File: src/rtl/reiu_pkg.sv
package reiu_pkg;
  // Register byte offsets
  localparam logic [4:0] ESR1_OFS = 5'h00;  // edge_select_reg_1
  localparam logic [4:0] ESR2_OFS = 5'h04;  // edge_select_reg_2
  localparam logic [4:0] PORT_MODE_REG_1_OFS = 5'h08;  // port_mode_reg_1
  localparam logic [4:0] PORT_MODE_REG_5_OFS = 5'h0c;  // port_mode_reg_5
  localparam logic [4:0] EFLG_OFS = 5'h10;  // ext_int_flag_reg
  localparam logic [4:0] WFLG_OFS = 5'h14;  // wake_flag_reg
  localparam logic [4:0] IEN_OFS  = 5'h18;  // int_enable_reg
  localparam logic [4:0] CCR_OFS  = 5'h1c;  // condition_code_reg
  // Field positions
  localparam int NMI_EDGE_BIT = 7;  // Non-maskable edge select
  localparam int WAKE_EN_BIT  = 5;  // wake_common_enable
  localparam int TMR_BIT      = 6;  // Timer flag / enable
  localparam int DTS_BIT      = 7;  // Sleep transfer flag / enable
  localparam int CCR_I_BIT    = 7;  // Interrupt mask bit
  localparam logic [1:0] WFLG_RSV = 2'h3;  // Reserved bits read as 1
  localparam logic [7:0] CCR_RST  = 8'h80;  // Mask set
  // Vectors
  localparam logic [15:0] RESET_VEC_ADDR = 16'h0000;
  localparam logic [4:0] VEC_NMI  = 5'h07;
  localparam logic [4:0] VEC_ABRK = 5'h06;
  localparam logic [4:0] VEC_MBASE = 5'h08;  // First maskable vector
  localparam int NSRC = 7;  // Maskable sources
  // Timing in states
  localparam int STK_ST    = 4;
  localparam int VEC_ST    = 2;
  localparam int IFETCH_ST = 4;
  localparam int INTPR_ST  = 4;
  localparam int FILL_ST   = IFETCH_ST + INTPR_ST;
  localparam int RES_MIN_CYC = 10;
  localparam logic [1:0] RESP_OK  = 2'h0;
  localparam logic [1:0] RESP_ERR = 2'h2;
  // Stack and vector memory request
  typedef struct packed {
    logic        req;
    logic        we;
    logic [15:0] addr;
    logic [15:0] wdata;
  } reiu_mem_t;
  typedef enum logic [2:0] {S_RESET, S_RUN, S_STK, S_VEC, S_FILL} reiu_st_t;
endpackage

File: src/rtl/reiu_top.sv
// How it works
// - Reset pin low halts core, clears registers, flags and sequencer
// - Reset release sets interrupt mask bit
// - Fetch reset vector word, load PC
// - Non-maskable edge chosen by select bit
// - Non-maskable is highest, ignores mask bit
// - Four external inputs, own vectors, edges
// - Enabled pin edge sets its flag
// - Each external input has enable bit
// - Six wake inputs share one vector
// - Wake edge sets flag, common enable
// - Peripheral requests set flags, enable masks
// - Forward only flagged and enabled requests
// - Present highest priority, others stay pending
// - Mask bit blocks all but two
// - Accept at instruction end, stack PC, CONDITION_CODE_REG
// - Set mask after stacking; restore CONDITION_CODE_REG
// - Fetch vector, load PC, start handler
// - Stack four states, vector two, fill eight
// - No interrupt before first instruction completes
// - Word accesses force address bit zero
// - Software masks before changing port mode
// - Flags stay until written with zero
`timescale 1ns/1ps
`default_nettype none
module reiu_top (
  // Clock and bus reset
  input  wire logic                 aclk,
  input  wire logic                 aresetn,
  // AXI4-Lite write
  input  wire logic [31:0]          awaddr,
  input  wire logic                 awvalid,
  output var  logic                 awready,
  input  wire logic [31:0]          wdata,
  input  wire logic [3:0]           wstrb,
  input  wire logic                 wvalid,
  output var  logic                 wready,
  output var  logic [1:0]           bresp,
  output var  logic                 bvalid,
  input  wire logic                 bready,
  // AXI4-Lite read
  input  wire logic [31:0]          araddr,
  input  wire logic                 arvalid,
  output var  logic                 arready,
  output var  logic [31:0]          rdata,
  output var  logic [1:0]           rresp,
  output var  logic                 rvalid,
  input  wire logic                 rready,
  // Pins
  input  wire logic                 chip_clear_pin_n,
  input  wire logic                 nmi_pin,
  input  wire logic [3:0]           ext_int_pins,
  input  wire logic [5:0]           wake_pins,
  // Peripheral and break requests
  input  wire logic                 tmr_req,
  input  wire logic                 dts_req,
  input  wire logic                 abrk_req,
  // CPU core
  input  wire logic                 instr_end,
  input  wire logic [15:0]          core_pc,
  input  wire logic [15:0]          core_sp,
  input  wire logic                 rte_done,
  input  wire logic [7:0]           rte_ccr,
  output var  logic                 core_rst_n,
  output var  logic                 core_hold,
  output var  logic                 pc_load,
  output var  logic [15:0]          pc_value,
  output var  logic                 sp_load,
  output var  logic [15:0]          sp_value,
  output var  logic [7:0]           ccr_out,
  // Stack and vector memory
  output var  reiu_pkg::reiu_mem_t  mem,
  input  wire logic [15:0]          mem_rdata
);
  import reiu_pkg::*;

  logic [11:0] s1_q, s2_q, s3_q;  // Sync chain, edge stage
  logic        rst_all;           // Bus or pin reset
  logic [10:0] rise, fall, hit;   // Edge events
  logic [10:0] esel;              // Chosen edge per pin
  logic [7:0]  esr1_q, ien_q, eflg_q, ccr_q;
  logic [5:0]  esr2_q, port_mode_reg_5_q, wflg_q;
  logic [3:0]  port_mode_reg_1_q;
  logic        nmi_q;             // Non-maskable pending
  logic        first_q;           // First instruction done
  logic [4:0]  awa_q;             // Latched write address
  logic        aw_q, w_q;         // Address/data held
  logic [7:0]  wd_q;
  logic        wr_go;             // Write commits
  logic        wr_ok;             // Write address mapped
  logic [NSRC-1:0] mreq;          // Maskable requests
  logic [4:0]  win;               // Winning vector
  logic        take;              // Accept now
  reiu_st_t    st_q;
  logic [3:0]  cnt_q;
  logic [4:0]  vec_q;
  logic [15:0] vaddr_q, sp_q, ret_q;

  assign rst_all = !aresetn || !s2_q[11];

  // Two-stage sync, third stage for edges
  always_ff @(posedge aclk) begin
    if (!aresetn) begin
      // Clear-pin bit starts low: chip stays held until pin seen high
      s1_q <= '0;
      s2_q <= '0;
      s3_q <= '0;
    end else begin
      s1_q <= {chip_clear_pin_n, wake_pins, ext_int_pins, nmi_pin};
      s2_q <= s1_q;
      s3_q <= s2_q;
    end
  end

  // Edge detect with per-pin polarity
  assign esel = {esr2_q, esr1_q[3:0], esr1_q[NMI_EDGE_BIT]};
  assign rise = s2_q[10:0] & ~s3_q[10:0];
  assign fall = ~s2_q[10:0] & s3_q[10:0];
  assign hit  = (esel & rise) | (~esel & fall);

  // Write channel handshake
  assign wr_go = aw_q && w_q && !bvalid;
  assign wr_ok = (awa_q[1:0] == 2'h0);
  always_ff @(posedge aclk) begin
    if (!aresetn) begin
      aw_q <= 1'b0;
      w_q <= 1'b0;
      awa_q <= 5'h00;
      wd_q <= 8'h00;
      bvalid <= 1'b0;
      bresp <= RESP_OK;
    end else begin
      if (awvalid && awready) begin
        aw_q <= 1'b1;
        awa_q <= (awaddr[31:5] == 27'h0) ? awaddr[4:0] : 5'h01;
      end
      if (wvalid && wready) begin
        w_q <= 1'b1;
        wd_q <= wstrb[0] ? wdata[7:0] : 8'hff;
      end
      if (wr_go) begin
        // Response after both halves taken
        aw_q <= 1'b0;
        w_q <= 1'b0;
        bvalid <= 1'b1;
        bresp <= wr_ok ? RESP_OK : RESP_ERR;
      end else if (bvalid && bready) begin
        bvalid <= 1'b0;
      end
    end
  end
  assign awready = !aw_q && !bvalid;
  assign wready  = !w_q && !bvalid;

  // Configuration registers
  always_ff @(posedge aclk) begin
    if (rst_all) begin
      esr1_q <= 8'h00;
      esr2_q <= 6'h00;
      port_mode_reg_1_q <= 4'h0;
      port_mode_reg_5_q <= 6'h00;
      ien_q  <= 8'h00;
    end else if (wr_go) begin
      case (awa_q)
        ESR1_OFS: esr1_q <= wd_q;
        ESR2_OFS: esr2_q <= wd_q[5:0];
        PORT_MODE_REG_1_OFS: port_mode_reg_1_q <= wd_q[3:0];
        PORT_MODE_REG_5_OFS: port_mode_reg_5_q <= wd_q[5:0];
        IEN_OFS:  ien_q  <= wd_q;
        default: ;
      endcase
    end
  end

  // Sticky flags; write 0 clears, set wins
  always_ff @(posedge aclk) begin
    if (rst_all) begin
      eflg_q <= 8'h00;
      wflg_q <= 6'h00;
    end else begin
      eflg_q <= ((wr_go && awa_q == EFLG_OFS) ? (eflg_q & wd_q) : eflg_q)
              | {dts_req, tmr_req, 2'h0, hit[4:1] & port_mode_reg_1_q};
      wflg_q <= ((wr_go && awa_q == WFLG_OFS) ? (wflg_q & wd_q[5:0]) : wflg_q)
              | (hit[10:5] & port_mode_reg_5_q);
    end
  end

  // Read channel, one-cycle answer
  assign arready = !rvalid;
  always_ff @(posedge aclk) begin
    if (!aresetn) begin
      rvalid <= 1'b0;
      rdata <= 32'h0;
      rresp <= RESP_OK;
    end else if (arvalid && arready) begin
      rvalid <= 1'b1;
      rresp <= (araddr[31:5] == 27'h0 && araddr[1:0] == 2'h0) ? RESP_OK : RESP_ERR;
      case (araddr[4:0])
        ESR1_OFS: rdata <= {24'h0, esr1_q};
        ESR2_OFS: rdata <= {26'h0, esr2_q};
        PORT_MODE_REG_1_OFS: rdata <= {28'h0, port_mode_reg_1_q};
        PORT_MODE_REG_5_OFS: rdata <= {26'h0, port_mode_reg_5_q};
        EFLG_OFS: rdata <= {24'h0, eflg_q};
        WFLG_OFS: rdata <= {24'h0, WFLG_RSV, wflg_q};
        IEN_OFS:  rdata <= {24'h0, ien_q};
        CCR_OFS:  rdata <= {24'h0, ccr_q};
        default:  rdata <= 32'h0;
      endcase
    end else if (rready) begin
      rvalid <= 1'b0;
    end
  end

  // Forward only enabled flags, fixed order
  assign mreq = {eflg_q[TMR_BIT] & ien_q[TMR_BIT], eflg_q[DTS_BIT] & ien_q[DTS_BIT],
                 |wflg_q & ien_q[WAKE_EN_BIT], eflg_q[3:0] & ien_q[3:0]};
  always_comb begin
    win = VEC_MBASE;
    for (int i = NSRC - 1; i >= 0; i--) begin
      if (mreq[i]) win = VEC_MBASE + 5'(i);
    end
    if (abrk_req) win = VEC_ABRK;
    if (nmi_q) win = VEC_NMI;
  end
  assign take = st_q == S_RUN && instr_end && first_q &&
                (nmi_q || abrk_req || (!ccr_q[CCR_I_BIT] && |mreq));

  // Non-maskable pending and first instruction
  always_ff @(posedge aclk) begin
    if (rst_all) begin
      nmi_q <= 1'b0;
      first_q <= 1'b0;
    end else begin
      nmi_q <= hit[0] || (nmi_q && !(take && win == VEC_NMI));
      if (st_q == S_RUN && instr_end) first_q <= 1'b1;
    end
  end

  // Condition code register
  always_ff @(posedge aclk) begin
    if (rst_all) begin
      ccr_q <= CCR_RST;
    end else if (st_q == S_RESET) begin
      ccr_q[CCR_I_BIT] <= 1'b1;
    end else if (st_q == S_STK && cnt_q == 4'(STK_ST - 1)) begin
      ccr_q[CCR_I_BIT] <= 1'b1;
    end else if (rte_done) begin
      ccr_q <= rte_ccr;
    end else if (wr_go && awa_q == CCR_OFS) begin
      ccr_q <= wd_q;
    end
  end
  assign ccr_out = ccr_q;

  // Exception sequencer
  always_ff @(posedge aclk) begin
    if (rst_all) begin
      st_q <= S_RESET;
      cnt_q <= 4'h0;
      vec_q <= 5'h00;
      vaddr_q <= RESET_VEC_ADDR;
      sp_q <= 16'h0;
      ret_q <= 16'h0;
      mem <= '0;
      core_rst_n <= 1'b0;
      core_hold <= 1'b1;
      pc_load <= 1'b0;
      pc_value <= 16'h0;
      sp_load <= 1'b0;
      sp_value <= 16'h0;
    end else begin
      pc_load <= 1'b0;
      sp_load <= 1'b0;
      case (st_q)
        S_RESET: begin
          // Reset vector read
          st_q <= S_VEC;
          cnt_q <= 4'h0;
          mem <= '{req: 1'b1, we: 1'b0, addr: RESET_VEC_ADDR, wdata: 16'h0};
        end
        S_RUN: begin
          if (take) begin
            st_q <= S_STK;
            cnt_q <= 4'h0;
            vec_q <= win;
            ret_q <= core_pc;
            sp_q <= {core_sp[15:1], 1'b0} - 16'h0004;
            vaddr_q <= {10'h0, win, 1'b0};
            core_hold <= 1'b1;
            // Return address push
            mem <= '{req: 1'b1, we: 1'b1, addr: {core_sp[15:1], 1'b0} - 16'h0002, wdata: core_pc};
          end
        end
        S_STK: begin
          cnt_q <= cnt_q + 4'h1;
          mem.req <= 1'b0;
          if (cnt_q == 4'h1) begin
            mem <= '{req: 1'b1, we: 1'b1, addr: sp_q, wdata: {ccr_q, ccr_q}};
          end
          if (cnt_q == 4'(STK_ST - 1)) begin
            st_q <= S_VEC;
            cnt_q <= 4'h0;
            sp_load <= 1'b1;
            sp_value <= sp_q;
            mem <= '{req: 1'b1, we: 1'b0, addr: vaddr_q, wdata: 16'h0};
          end
        end
        S_VEC: begin
          cnt_q <= cnt_q + 4'h1;
          mem.req <= 1'b0;
          if (cnt_q == 4'h0) pc_value <= mem_rdata;
          if (cnt_q == 4'(VEC_ST - 1)) begin
            pc_load <= 1'b1;
            cnt_q <= 4'h0;
            st_q <= core_rst_n ? S_FILL : S_RUN;
            core_rst_n <= 1'b1;
            core_hold <= core_rst_n;
          end
        end
        S_FILL: begin
          cnt_q <= cnt_q + 4'h1;
          if (cnt_q == 4'(FILL_ST - 1)) begin
            st_q <= S_RUN;
            core_hold <= 1'b0;
          end
        end
        default: st_q <= S_RESET;
      endcase
    end
  end

  a_reset_hold: assert property (@(posedge aclk) rst_all |=> !core_rst_n)
    else $error("core not held in reset");
  a_reset_mask: assert property (@(posedge aclk) disable iff (rst_all)
    st_q == S_RESET |=> ccr_q[CCR_I_BIT] && mem.addr == RESET_VEC_ADDR)
    else $error("reset did not mask");
  a_reset_vec: assert property (@(posedge aclk) disable iff (rst_all)
    st_q == S_RESET |=> ##2 pc_load && st_q == S_RUN)
    else $error("reset vector not loaded");
  a_mask_pend: assert property (@(posedge aclk) disable iff (rst_all)
    st_q == S_RUN && ccr_q[CCR_I_BIT] && !nmi_q && !abrk_req |=> st_q != S_STK)
    else $error("masked request taken");
  a_nmi_take: assert property (@(posedge aclk) disable iff (rst_all)
    st_q == S_RUN && instr_end && first_q && nmi_q |=> st_q == S_STK && vec_q == VEC_NMI)
    else $error("nmi not taken");
  a_first_instr: assert property (@(posedge aclk) disable iff (rst_all)
    st_q == S_RUN && !first_q |=> st_q != S_STK)
    else $error("interrupt before first instruction");
  a_stack_time: assert property (@(posedge aclk) disable iff (rst_all)
    take |=> (st_q == S_STK) [*4] ##1 (st_q == S_VEC) [*2] ##1 pc_load)
    else $error("response timing wrong");
  a_word_align: assert property (@(posedge aclk) disable iff (rst_all)
    mem.req |-> !mem.addr[0])
    else $error("odd word address");
  a_flag_sticky: assert property (@(posedge aclk) disable iff (rst_all)
    !(wr_go && awa_q == EFLG_OFS) |=> (eflg_q & $past(eflg_q)) == $past(eflg_q))
    else $error("flag lost without write");
  a_stack_mask: assert property (@(posedge aclk) disable iff (rst_all)
    st_q == S_STK ##1 st_q == S_VEC |-> ccr_q[CCR_I_BIT])
    else $error("mask not set after stacking");
endmodule
`default_nettype wire

File: config.mk
export PLATFORM = sky130hd
export DESIGN_NAME = reiu_top
export DESIGN_NICKNAME = d
export VERILOG_FILES = /design/src/rtl/reiu_pkg.sv /design/src/rtl/reiu_top.sv
export SDC_FILE = /design/constraint.sdc
export NUM_CORES = 1
export LEC_CHECK = 0
export BUFFER_PORTS_ARGS = -buffer_cell sky130_fd_sc_hd__buf_4
export CAP_MARGIN = 20
export CORE_ASPECT_RATIO = 0.7
export CORE_MARGIN = 8
export CORE_UTILIZATION = 50
export DETAILED_ROUTE_END_ITERATION = 8
export PLACE_DENSITY = 0.78
export SETUP_SLACK_MARGIN = 0.3
export SYNTH_ARGS = -nofsm -noshare
export SYNTH_HDL_FRONTEND = slang
export SYNTH_SLANG_ARGS = --single-unit
File: constraint.sdc
create_clock -name aclk -period 3.13 [get_ports aclk]
set_input_delay 0.1565 -clock aclk [delete_from_list [all_inputs] [get_ports aclk]]
set_output_delay 0.1565 -clock aclk [all_outputs]
set_load 0.005 [all_outputs]
Word level (Yosys, flattened, before mapping):

Cells that the tools add are included.

* logic and storage cells: 200
* input port bits: 180
* register bits: 242
* output and inout port bits: 119

* muxes and demuxes: 43
* bitwise operators: 23
* reductions and logical operators: 67
* $add $sub $neg: 3
* equality and inequality tests: 27

Operators by type and width (count)
* $mux W34: 3
* $pmux W33 S3: 1
* $pmux W8 S8: 1
* $logic_not A27 Y1: 2
* $mux W5: 9
* $and A11 B11 Y11: 4
* $eq A5 B5 Y1 const B: 8
* $not A11 Y11: 3
* $mux W8: 4
* $reduce_and A2 Y1: 11
* $eq A5 B4 Y1 const B: 4
* $pmux W4 S5: 1
* $logic_and A1 B1 Y1: 19
* $mux W3: 6
* $sub A16 B2 Y16 const B: 1
* $sub A16 B3 Y16 const B: 1
* $eq A5 B3 Y1 const B: 3
* $pmux W3 S5: 1
* $and A6 B6 Y6: 2
* $mux W4: 3
* $or A11 B11 Y11: 1
* $logic_not A5 Y1: 2
* $mux W1: 9
* $and A4 B4 Y4: 2
* other kinds (34): 62

Logic depth before layout (Yosys ltp):

Gate-level depths: netlist of run 1.

* word-level depth: 15
* mapped depth: 8
* depth with buffers taken out: 7

Worst setup path before layout of run 1:

Ideal clock, no wire load.

* path type: register to register
* start: register st_q[0]
* end: register mem[28] in the netlist's numbering
* clock period less this slack: 2.153 ns
* data required time: 2.997 ns
* buffers on the path: 2
* cell stages (with the launch flop): 8
* library setup time: 0.133 ns
* arrival time: 2.020 ns
* slack: 0.977 ns
* cell sequence: dfxtp_1 > or3b_1 > buf_2 > a211o_1 > a221oi_4 > and2_4 > buf_6 > a311oi_2

* cells in the longest elaborated chain, start to end: 6
* elaborated cells between the ends (all ways): 11
* classes of those cells: eq/ne: 4; mux: 1; reduce/logical: 6

Ends and longest elaborated chain
* start, declared: line reiu_top.sv:94 `reiu_st_t st_q;`
* start signal, assigned: line reiu_top.sv:315 `st_q <= core_rst_n ? S_FILL : S_RUN;`
* $eq A3 B1 Y1: line reiu_top.sv:225, reiu_top.sv:274
* $logic_and A1 B1 Y1 (3 in a row): line reiu_top.sv:225 `assign take = st_q == S_RUN && instr_end && first_q &&`
* $ne A2 B2 Y1 (no line)
* $reduce_and A3 Y1 (no line)
* end signal, assigned: line reiu_top.sv:279 `mem <= '{req: 1'b1, we: 1'b0, addr: RESET_VEC_ADDR, wdata: 16'h0};`
* end signal, assigned: line reiu_top.sv:291 `mem <= '{req: 1'b1, we: 1'b1, addr: {core_sp[15:1], 1'b0} - 16'h0002, wdata: core_pc};`
* end signal, assigned: line reiu_top.sv:298 `mem <= '{req: 1'b1, we: 1'b1, addr: sp_q, wdata: {ccr_q, ccr_q}};`
* end, declared: line reiu_top.sv:72 `output var reiu_pkg::reiu_mem_t mem,`

Several ways; a longest one is shown, not always the timed one.
A chain may end at the register's enable or synchronous reset.

Worst setup path in the final report of run 1:

* start: register st_q[1]
* end: register sp_q[11]

* cells in the longest elaborated chain, start to end: 5

Ends and longest elaborated chain
* $eq A3 B1 Y1 *: line reiu_top.sv:225, reiu_top.sv:274
* $logic_and A1 B1 Y1 (3 in a row): line reiu_top.sv:225
* $reduce_and A2 Y1 (no line) *
* end signal, assigned: line reiu_top.sv:287 `sp_q <= {core_sp[15:1], 1'b0} - 16'h0004;`
* end, declared: line reiu_top.sv:97 `logic [15:0] vaddr_q, sp_q, ret_q;`

Mark *: on every way between the ends. The rest lies on a longest branch, timed or not.

==> impl_metrics.ini, run 1 <==
[worst_hold_path]
hold_class = primary input to flop
hp-start = wdata[0]

[grt]
grt_pass1_vias = 8757
grt_max_degree = 57
grt_pass1_wl_um = 48200
grt-ovfl-total = 0
grt_antenna_before_repair = 1
grtUsageTotal_pct = 24.5

[run]
maxCapViolCount = 0

[synth]
syn_inst = 1094
synthFlopType = dfxtp_1
synthDominantAreaCellType = dfxtp_1
ys_types = 64
ys_top_cells_by_area = dfxtp_1 (45%), nand2_1 (5.9%), a21oi_1 (5.5%), mux2i_1 (3.7%), a211oi_1 (3.6%)
syn_area_per_cell_sq_um = 8.70
synthesis.area_sq_mm = 0.00952
synth_top_area_share_pct = 44.6
synth_edf_count = 0
yosysSeqAreaShare_pct = 44.6
ys_async_sr_fraction_pct = 0
synth_seq_cells = 212
ys.warnings.count = 0

[route]
drcViolationCount = 0
drt_pass1_iterations = 5
drt-initial-drc-count = 896
num_vias = 9158
avgViaCountPerCell = 5.70
wl_um = 30600
detail-route-antenna-nets = 0
wl_per_cell_um = 19.0

[sta]
finalSetupTns_ns = 0
finalCritPeriodShare_pct = 83.1
worstMarginPinSlew_ns = 0.946
clock-skew-final_ns = 0.0112
layout_setup_ws_ns = 0.529
setup_viol = 0
relSlewSlack_pct = 36.8
finalHoldViolCount = 0
rsz0062_at_grt = no
report.final.slew_viol_count = 0
max_freq_mhz = 384
hold_slack_ns = 0.0158
min_period_ns = 2.60

[setup_path]
reg2reg_slack_ns = 0.53
worst-path-buf-inv = 1
max_stage_delay_ns = 0.57
worstPathRequired_ns = 3.52
crit_path_start = st_q[1]$_SDFFE_PP0P_
crit_path_start_kind = flop
crit_arrival_ns = 2.99
cp_cell_sequence = or3b_1 > a211o_1 > a31oi_4 > buf_4 > nor2_1 > a211oi_1
path_delay_family = compound AO/OA/AOI/OAI gates
crit_path_end_kind = flop
critical_path.slowest_cell = or3b_1
path_class = flop to flop
critPathMaxFanout = 18
worstReg2RegStart = st_q[1]$_SDFFE_PP0P_

[layout]
utilization_pct = 66.7
nFillCells = 1538
drive_gt1_share_pct = 23.7
nets = 1538
finish.instance_area_sq_mm = 0.0125
final_cell_mix = buf_4 (261), dfxtp_1 (212), nand2_1 (148)
area_growth_pct = 31.4
fin_cells = 1607
final_common_cell = buf_4

[clock_network]
clk_pin_slew_worst_paths_ns = 0.07
cts_tree = built
cts.path.max_buffers = 3
cts.sinks = 212
numCtsBuffers = 20
cts_max_level = 1
clock_latency_ns = 0.49
root_buffer = clkbuf_16
ctsHoldBuffers = 50
post_cts_resized = 0
postCtsSetupRepairBufs = 0

[place]
io_buffer_count = 242
dp_slack_ns = 0.592
hpwl_um = 22300
place_congestion = 0.948
place_inst = 1522
placed_area_sq_mm = 0.0114

[floorplan]
die_w_um = 181
io_pins = 299
fp.dieH_um = 131
rows = 42
die-area_sq_mm = 0.0238
core-area_sq_mm = 0.0188
start_util_pct = 50.7

[power_and_ir_drop]
p_total_mw = 5.68
leakagePower_nw = 5.06
p_per_area_mw_per_mm2 = 454
vdd_drop_max_mv = 0.325

[outcome]
outcome = finished clean
kinds of logic after synthesis:
logic type	Yosys count	share of synthesized area, %
other	1	0.0394
flip-flops	212	44.6
buffers and inverters	113	6.11
adder cells (fa/ha/maj)	6	0.789
multiplexers	44	5.57
XOR/XNOR	24	2.21
AND/OR/NAND/NOR	407	20.5
AO/OA/AOI/OAI	287	20.2
report_power, final:
group	total, mW	internal (mW)	leakage [nW]	switching [mW]
Clock	2.36	1.36	0.310	1.01
Combinational	0.521	0.278	3.03	0.244
Sequential	2.80	2.74	1.72	0.0552
Total	5.68	4.38	5.06	1.31
tightest hold or removal path: cells and delay by family:
| kind | cells | cell delay (ns) |
|---|---|---|
| AOI/OAI and AO/OA | 1 | 0.14 |
| buffers and inverters | 1 | 0.07 |
| and+or+nand+nor | 1 | 0.11 |
synthesized netlist by cell type, types with 5 or more instances:
library cell / n
mux2i_1: 35
nand3b_1: 10
nor2b_1: 12
a22o_1: 7
xor2_1: 10
nor3_1: 20
o211a_1: 13
buf_6: 6
nand2b_1: 5
buf_4: 28
buf_2: 6
a211oi_1: 46
a21oi_1: 105
a221oi_1: 5
o21ai_0: 41
dfxtp_1: 212
or4_1: 6
inv_1: 11
and2_1: 44
a211oi_2: 6
nand2_1: 149
nor2_1: 88
xnor2_1: 14
ha_1: 6
mux4_2: 7
nor4_1: 17
clkbuf_1: 58
a22oi_1: 31
nand3_1: 25
nand4_1: 10
registers in the layout, summed over array words and instances, names as in the netlist, 5 cells and up:
register / cells
awa_q: 5
ccr_out: 8
eflg_q: 8
esr1_q: 8
esr2_q: 6
ien_q: 8
mem: 33
pc_value: 16
port_mode_reg_5_q: 6
rdata: 8
s1_q: 12
s2_q: 12
s3_q: 11
sp_q: 15
sp_value: 15
wd_q: 8
wflg_q: 6
layout make-up:
class | instances | area (sq um) | area share, %
clock inverter | 5 | 50.0 | 0.400
multi-input combinational | 796 | 4830 | 38.6
clock buffer | 29 | 576 | 4.60
sequential | 212 | 4240 | 33.9
antenna | 1 | 2.50 | 0.0200
inverter | 11 | 41.3 | 0.330
timing repair buffer | 311 | 2460 | 19.7
tap | 242 | 303 | 2.42
layer usage:
layer / wire, um / global-route usage (%) / share of wire, % / vias to the layer above
li1: - / - / - / 4371
met1: 13400 / 33.9 / 44 / 4301
met2: 13200 / 37.1 / 43 / 447
met3: 3470 / 7.57 / 11 / 39
met4: 498 / 4.67 / 1.6 / 0
met5: 0 / 0 / 0 / -
worst paths after layout:
path | depth (start not counted) | end
worst min-delay path | 3 | wd_q[0]$_SDFFE_PN0P_
worst min register to register | 1 | s2_q[7]$_SDFF_PN0_
worst max register to register | 6 | sp_q[11]$_SDFFE_PP0P_
worst max-delay path | 6 | sp_q[11]$_SDFFE_PP0P_
Note: power is estimated with default switching activity, not from simulation.
==> run 2: changes to the inputs <==
--- a/config.mk
+++ b/config.mk
@@ -9,9 +9,9 @@
 export CAP_MARGIN = 20
 export CORE_ASPECT_RATIO = 0.7
 export CORE_MARGIN = 8
-export CORE_UTILIZATION = 50
+export CORE_UTILIZATION = 46
 export DETAILED_ROUTE_END_ITERATION = 8
-export PLACE_DENSITY = 0.78
+export PLACE_DENSITY = 0.76
 export SETUP_SLACK_MARGIN = 0.3
 export SYNTH_ARGS = -nofsm -noshare
 export SYNTH_HDL_FRONTEND = slang
==> constraint.sdc (replaced) <==
create_clock -name aclk -period 2.3 [get_ports aclk]
set_input_delay 0.115 -clock aclk [delete_from_list [all_inputs] [get_ports aclk]]
set_output_delay 0.115 -clock aclk [all_outputs]
set_load 0.005 [all_outputs]
==> impl_metrics.ini, run 2 (synthesis results as in run 1) <==
[place]
place_inst = 1571
io_buffer_count = 242
place_congestion = 0.887
hpwl_um = 22500

[route]
drt_pass1_iterations = 5
wl_per_cell_um = 19.1
drcViolationCount = 0
avgViaCountPerCell = 5.57
num_vias = 9547
detail-route-antenna-nets = 0
drt-initial-drc-count = 832
wl_um = 32800

[layout]
top_register = mem
fin_cells = 1714
multi_input_area_sq_mm = 0.00499
nets = 1608
register_area_sq_mm = 0.00425
final_cell_mix = buf_4 (274), dfxtp_1 (207), nand2_1 (147)
drive_gt1_share_pct = 27.9
largest_reg_flops = 33
antenna_cells = 0
utilization_pct = 66.8
final_common_cell = buf_4
top_regs = mem x33, pc_value x16
nFillCells = 1581
area_growth_pct = 44.1

[setup_path]
worstReg2RegStart = st_q[1]$_SDFFE_PP0P_
cp_cell_sequence = or3b_4 > a211o_4 > a221oi_4 > buf_12 > and2_4 > a311oi_2
crit_path_start_kind = flop
critical_path.slowest_cell = or3b_4
path_class = flop to flop
crit_path_start = st_q[1]$_SDFFE_PP0P_
crit_arrival_ns = 2.46
path_delay_family = compound AO/OA/AOI/OAI gates
max_stage_delay_ns = 0.40
crit_path_end_kind = flop
critPathMaxFanout = 15
worst-path-buf-inv = 1
worstPathRequired_ns = 2.67

[floorplan]
fp.dieH_um = 136
core-area_sq_mm = 0.0205
die-area_sq_mm = 0.0256
io_pins = 299
die_w_um = 188
start_util_pct = 46.4
rows = 44

[sta]
setup_viol = 0
max_freq_mhz = 480
finalSetupTns_ns = 0
finalHoldViolCount = 0
clock-skew-final_ns = 0.0247
report.final.slew_viol_count = 0
worstMarginPinSlew_ns = 0.676
relSlewSlack_pct = 54.8
finalCritPeriodShare_pct = 90.6
min_period_ns = 2.08
rsz0062_at_grt = yes

[power_and_ir_drop]
combPwrFrac_pct = 9.2
leakagePower_nw = 5.54
switching_share_pct = 22.5
vdd_drop_max_mv = 0.476
intPower_mw = 6.78
clockPowerShare_pct = 47.3
p_sw_mw = 1.96
p_per_area_mw_per_mm2 = 638
p_total_mw = 8.74
seqPwrFrac_pct = 43.5

[clock_network]
cts.path.max_buffers = 3
cts_max_level = 1
cts_tree = built
clock_latency_ns = 0.51
clk_pin_slew_worst_paths_ns = 0.07
root_buffer = clkbuf_16
cts.sinks = 212
numCtsBuffers = 22

[worst_hold_path]
hold_class = primary input to flop
hp-start = core_pc[14]

[grt]
grt_pass1_vias = 9389
grtUsageTotal_pct = 24.4
grt_max_degree = 44
grt_pass1_wl_um = 51400
grt-ovfl-total = 0
grt_antenna_before_repair = 0

[outcome]
outcome = finished clean

[run]
maxCapViolCount = 0
[run 2: cell types whose count changed in the layout (fill, tap and decap cells not counted), sizes merged]
cell	before	now
and2	45	47
clkinvlp	0	1
diode	1	0
dlygate4sd3	50	84
bufinv	1	6
buf	261	290
clkbuf	29	30
clkdlybuf4s15	0	1
inv	11	12
[run 2: power by group through the flow]
| stage | clock (mW) | sequential, mW | combinational (mW) |
|---|---|---|---|
| 6_report | 4.14 | 3.80 | 0.801 |
| 5_1_grt | 4.36 | 3.81 | 0.861 |
| 4_1_cts | 4.19 | 3.80 | 0.780 |
| 3_5_place_dp | 0 | 3.88 | 0.639 |
| 3_3_place_gp | 0 | 3.88 | 0.632 |
| 2_1_floorplan | 0 | 3.84 | 0.367 |
[run 2: path summary, 6_finish.rpt]
check	endpoint	slack [ns]	depth (start not counted)
worst max-delay path	mem[28]$_SDFFE_PP0P_	0.22	6
worst min-delay path	mem[14]$_SDFFE_PP0P_	0.008	3
worst max register to register	mem[28]$_SDFFE_PP0P_	0.22	6
worst min register to register	s2_q[7]$_SDFF_PN0_	0.41	1
[run 2: worst register-to-register path, stage by stage (launching register included)]
cell and delay [ns]:
dfxtp_2 0.32, or3b_4 0.40, a211o_4 0.31, a221oi_4 0.33
buf_12 0.18, and2_4 0.28, a311oi_2 0.14
[run 2: cell type report]
type | instances | share of cell area (%)
clock buffers | 28 | 4.55
clock inverters | 12 | 1.66
inverters | 11 | 0.301
multi-input cells | 798 | 36.4
flip-flops and latches | 212 | 31.0
well taps | 276 | 2.52
repair buffers | 377 | 23.6
[run 2: metal layers]
layer	global-route usage (%)	up-vias	share of wire, %
met1	33.6	4507	44
met5	0	-	0
met3	6.48	44	11
met4	4.89	0	1.6
met2	38.1	487	44
li1	-	4509	-
[run 2: stage by stage]
step                      cell area, sq um  hold WS [ns]  worst slack (ns)
after floorplan                       9630         0.211             0.235
after global placement               11600         0.326             0.213
after detailed placement             11600         0.326             0.178
after CTS                            13500       0.00126             0.251
after global routing                 13700        0.0202             0.155
final                                13700       0.00804             0.216
[run 2: what timing repair did]
action | in CTS | in global routing
cloned | 6 | 3
gates resized for setup | 27 | 34
hold buffers | 85 | 0
endpoints found under the hold margin | 67 | 0
setup buffers | 4 | 6
setup endpoints to repair | 50 | 80
pin swaps | 8 | 13
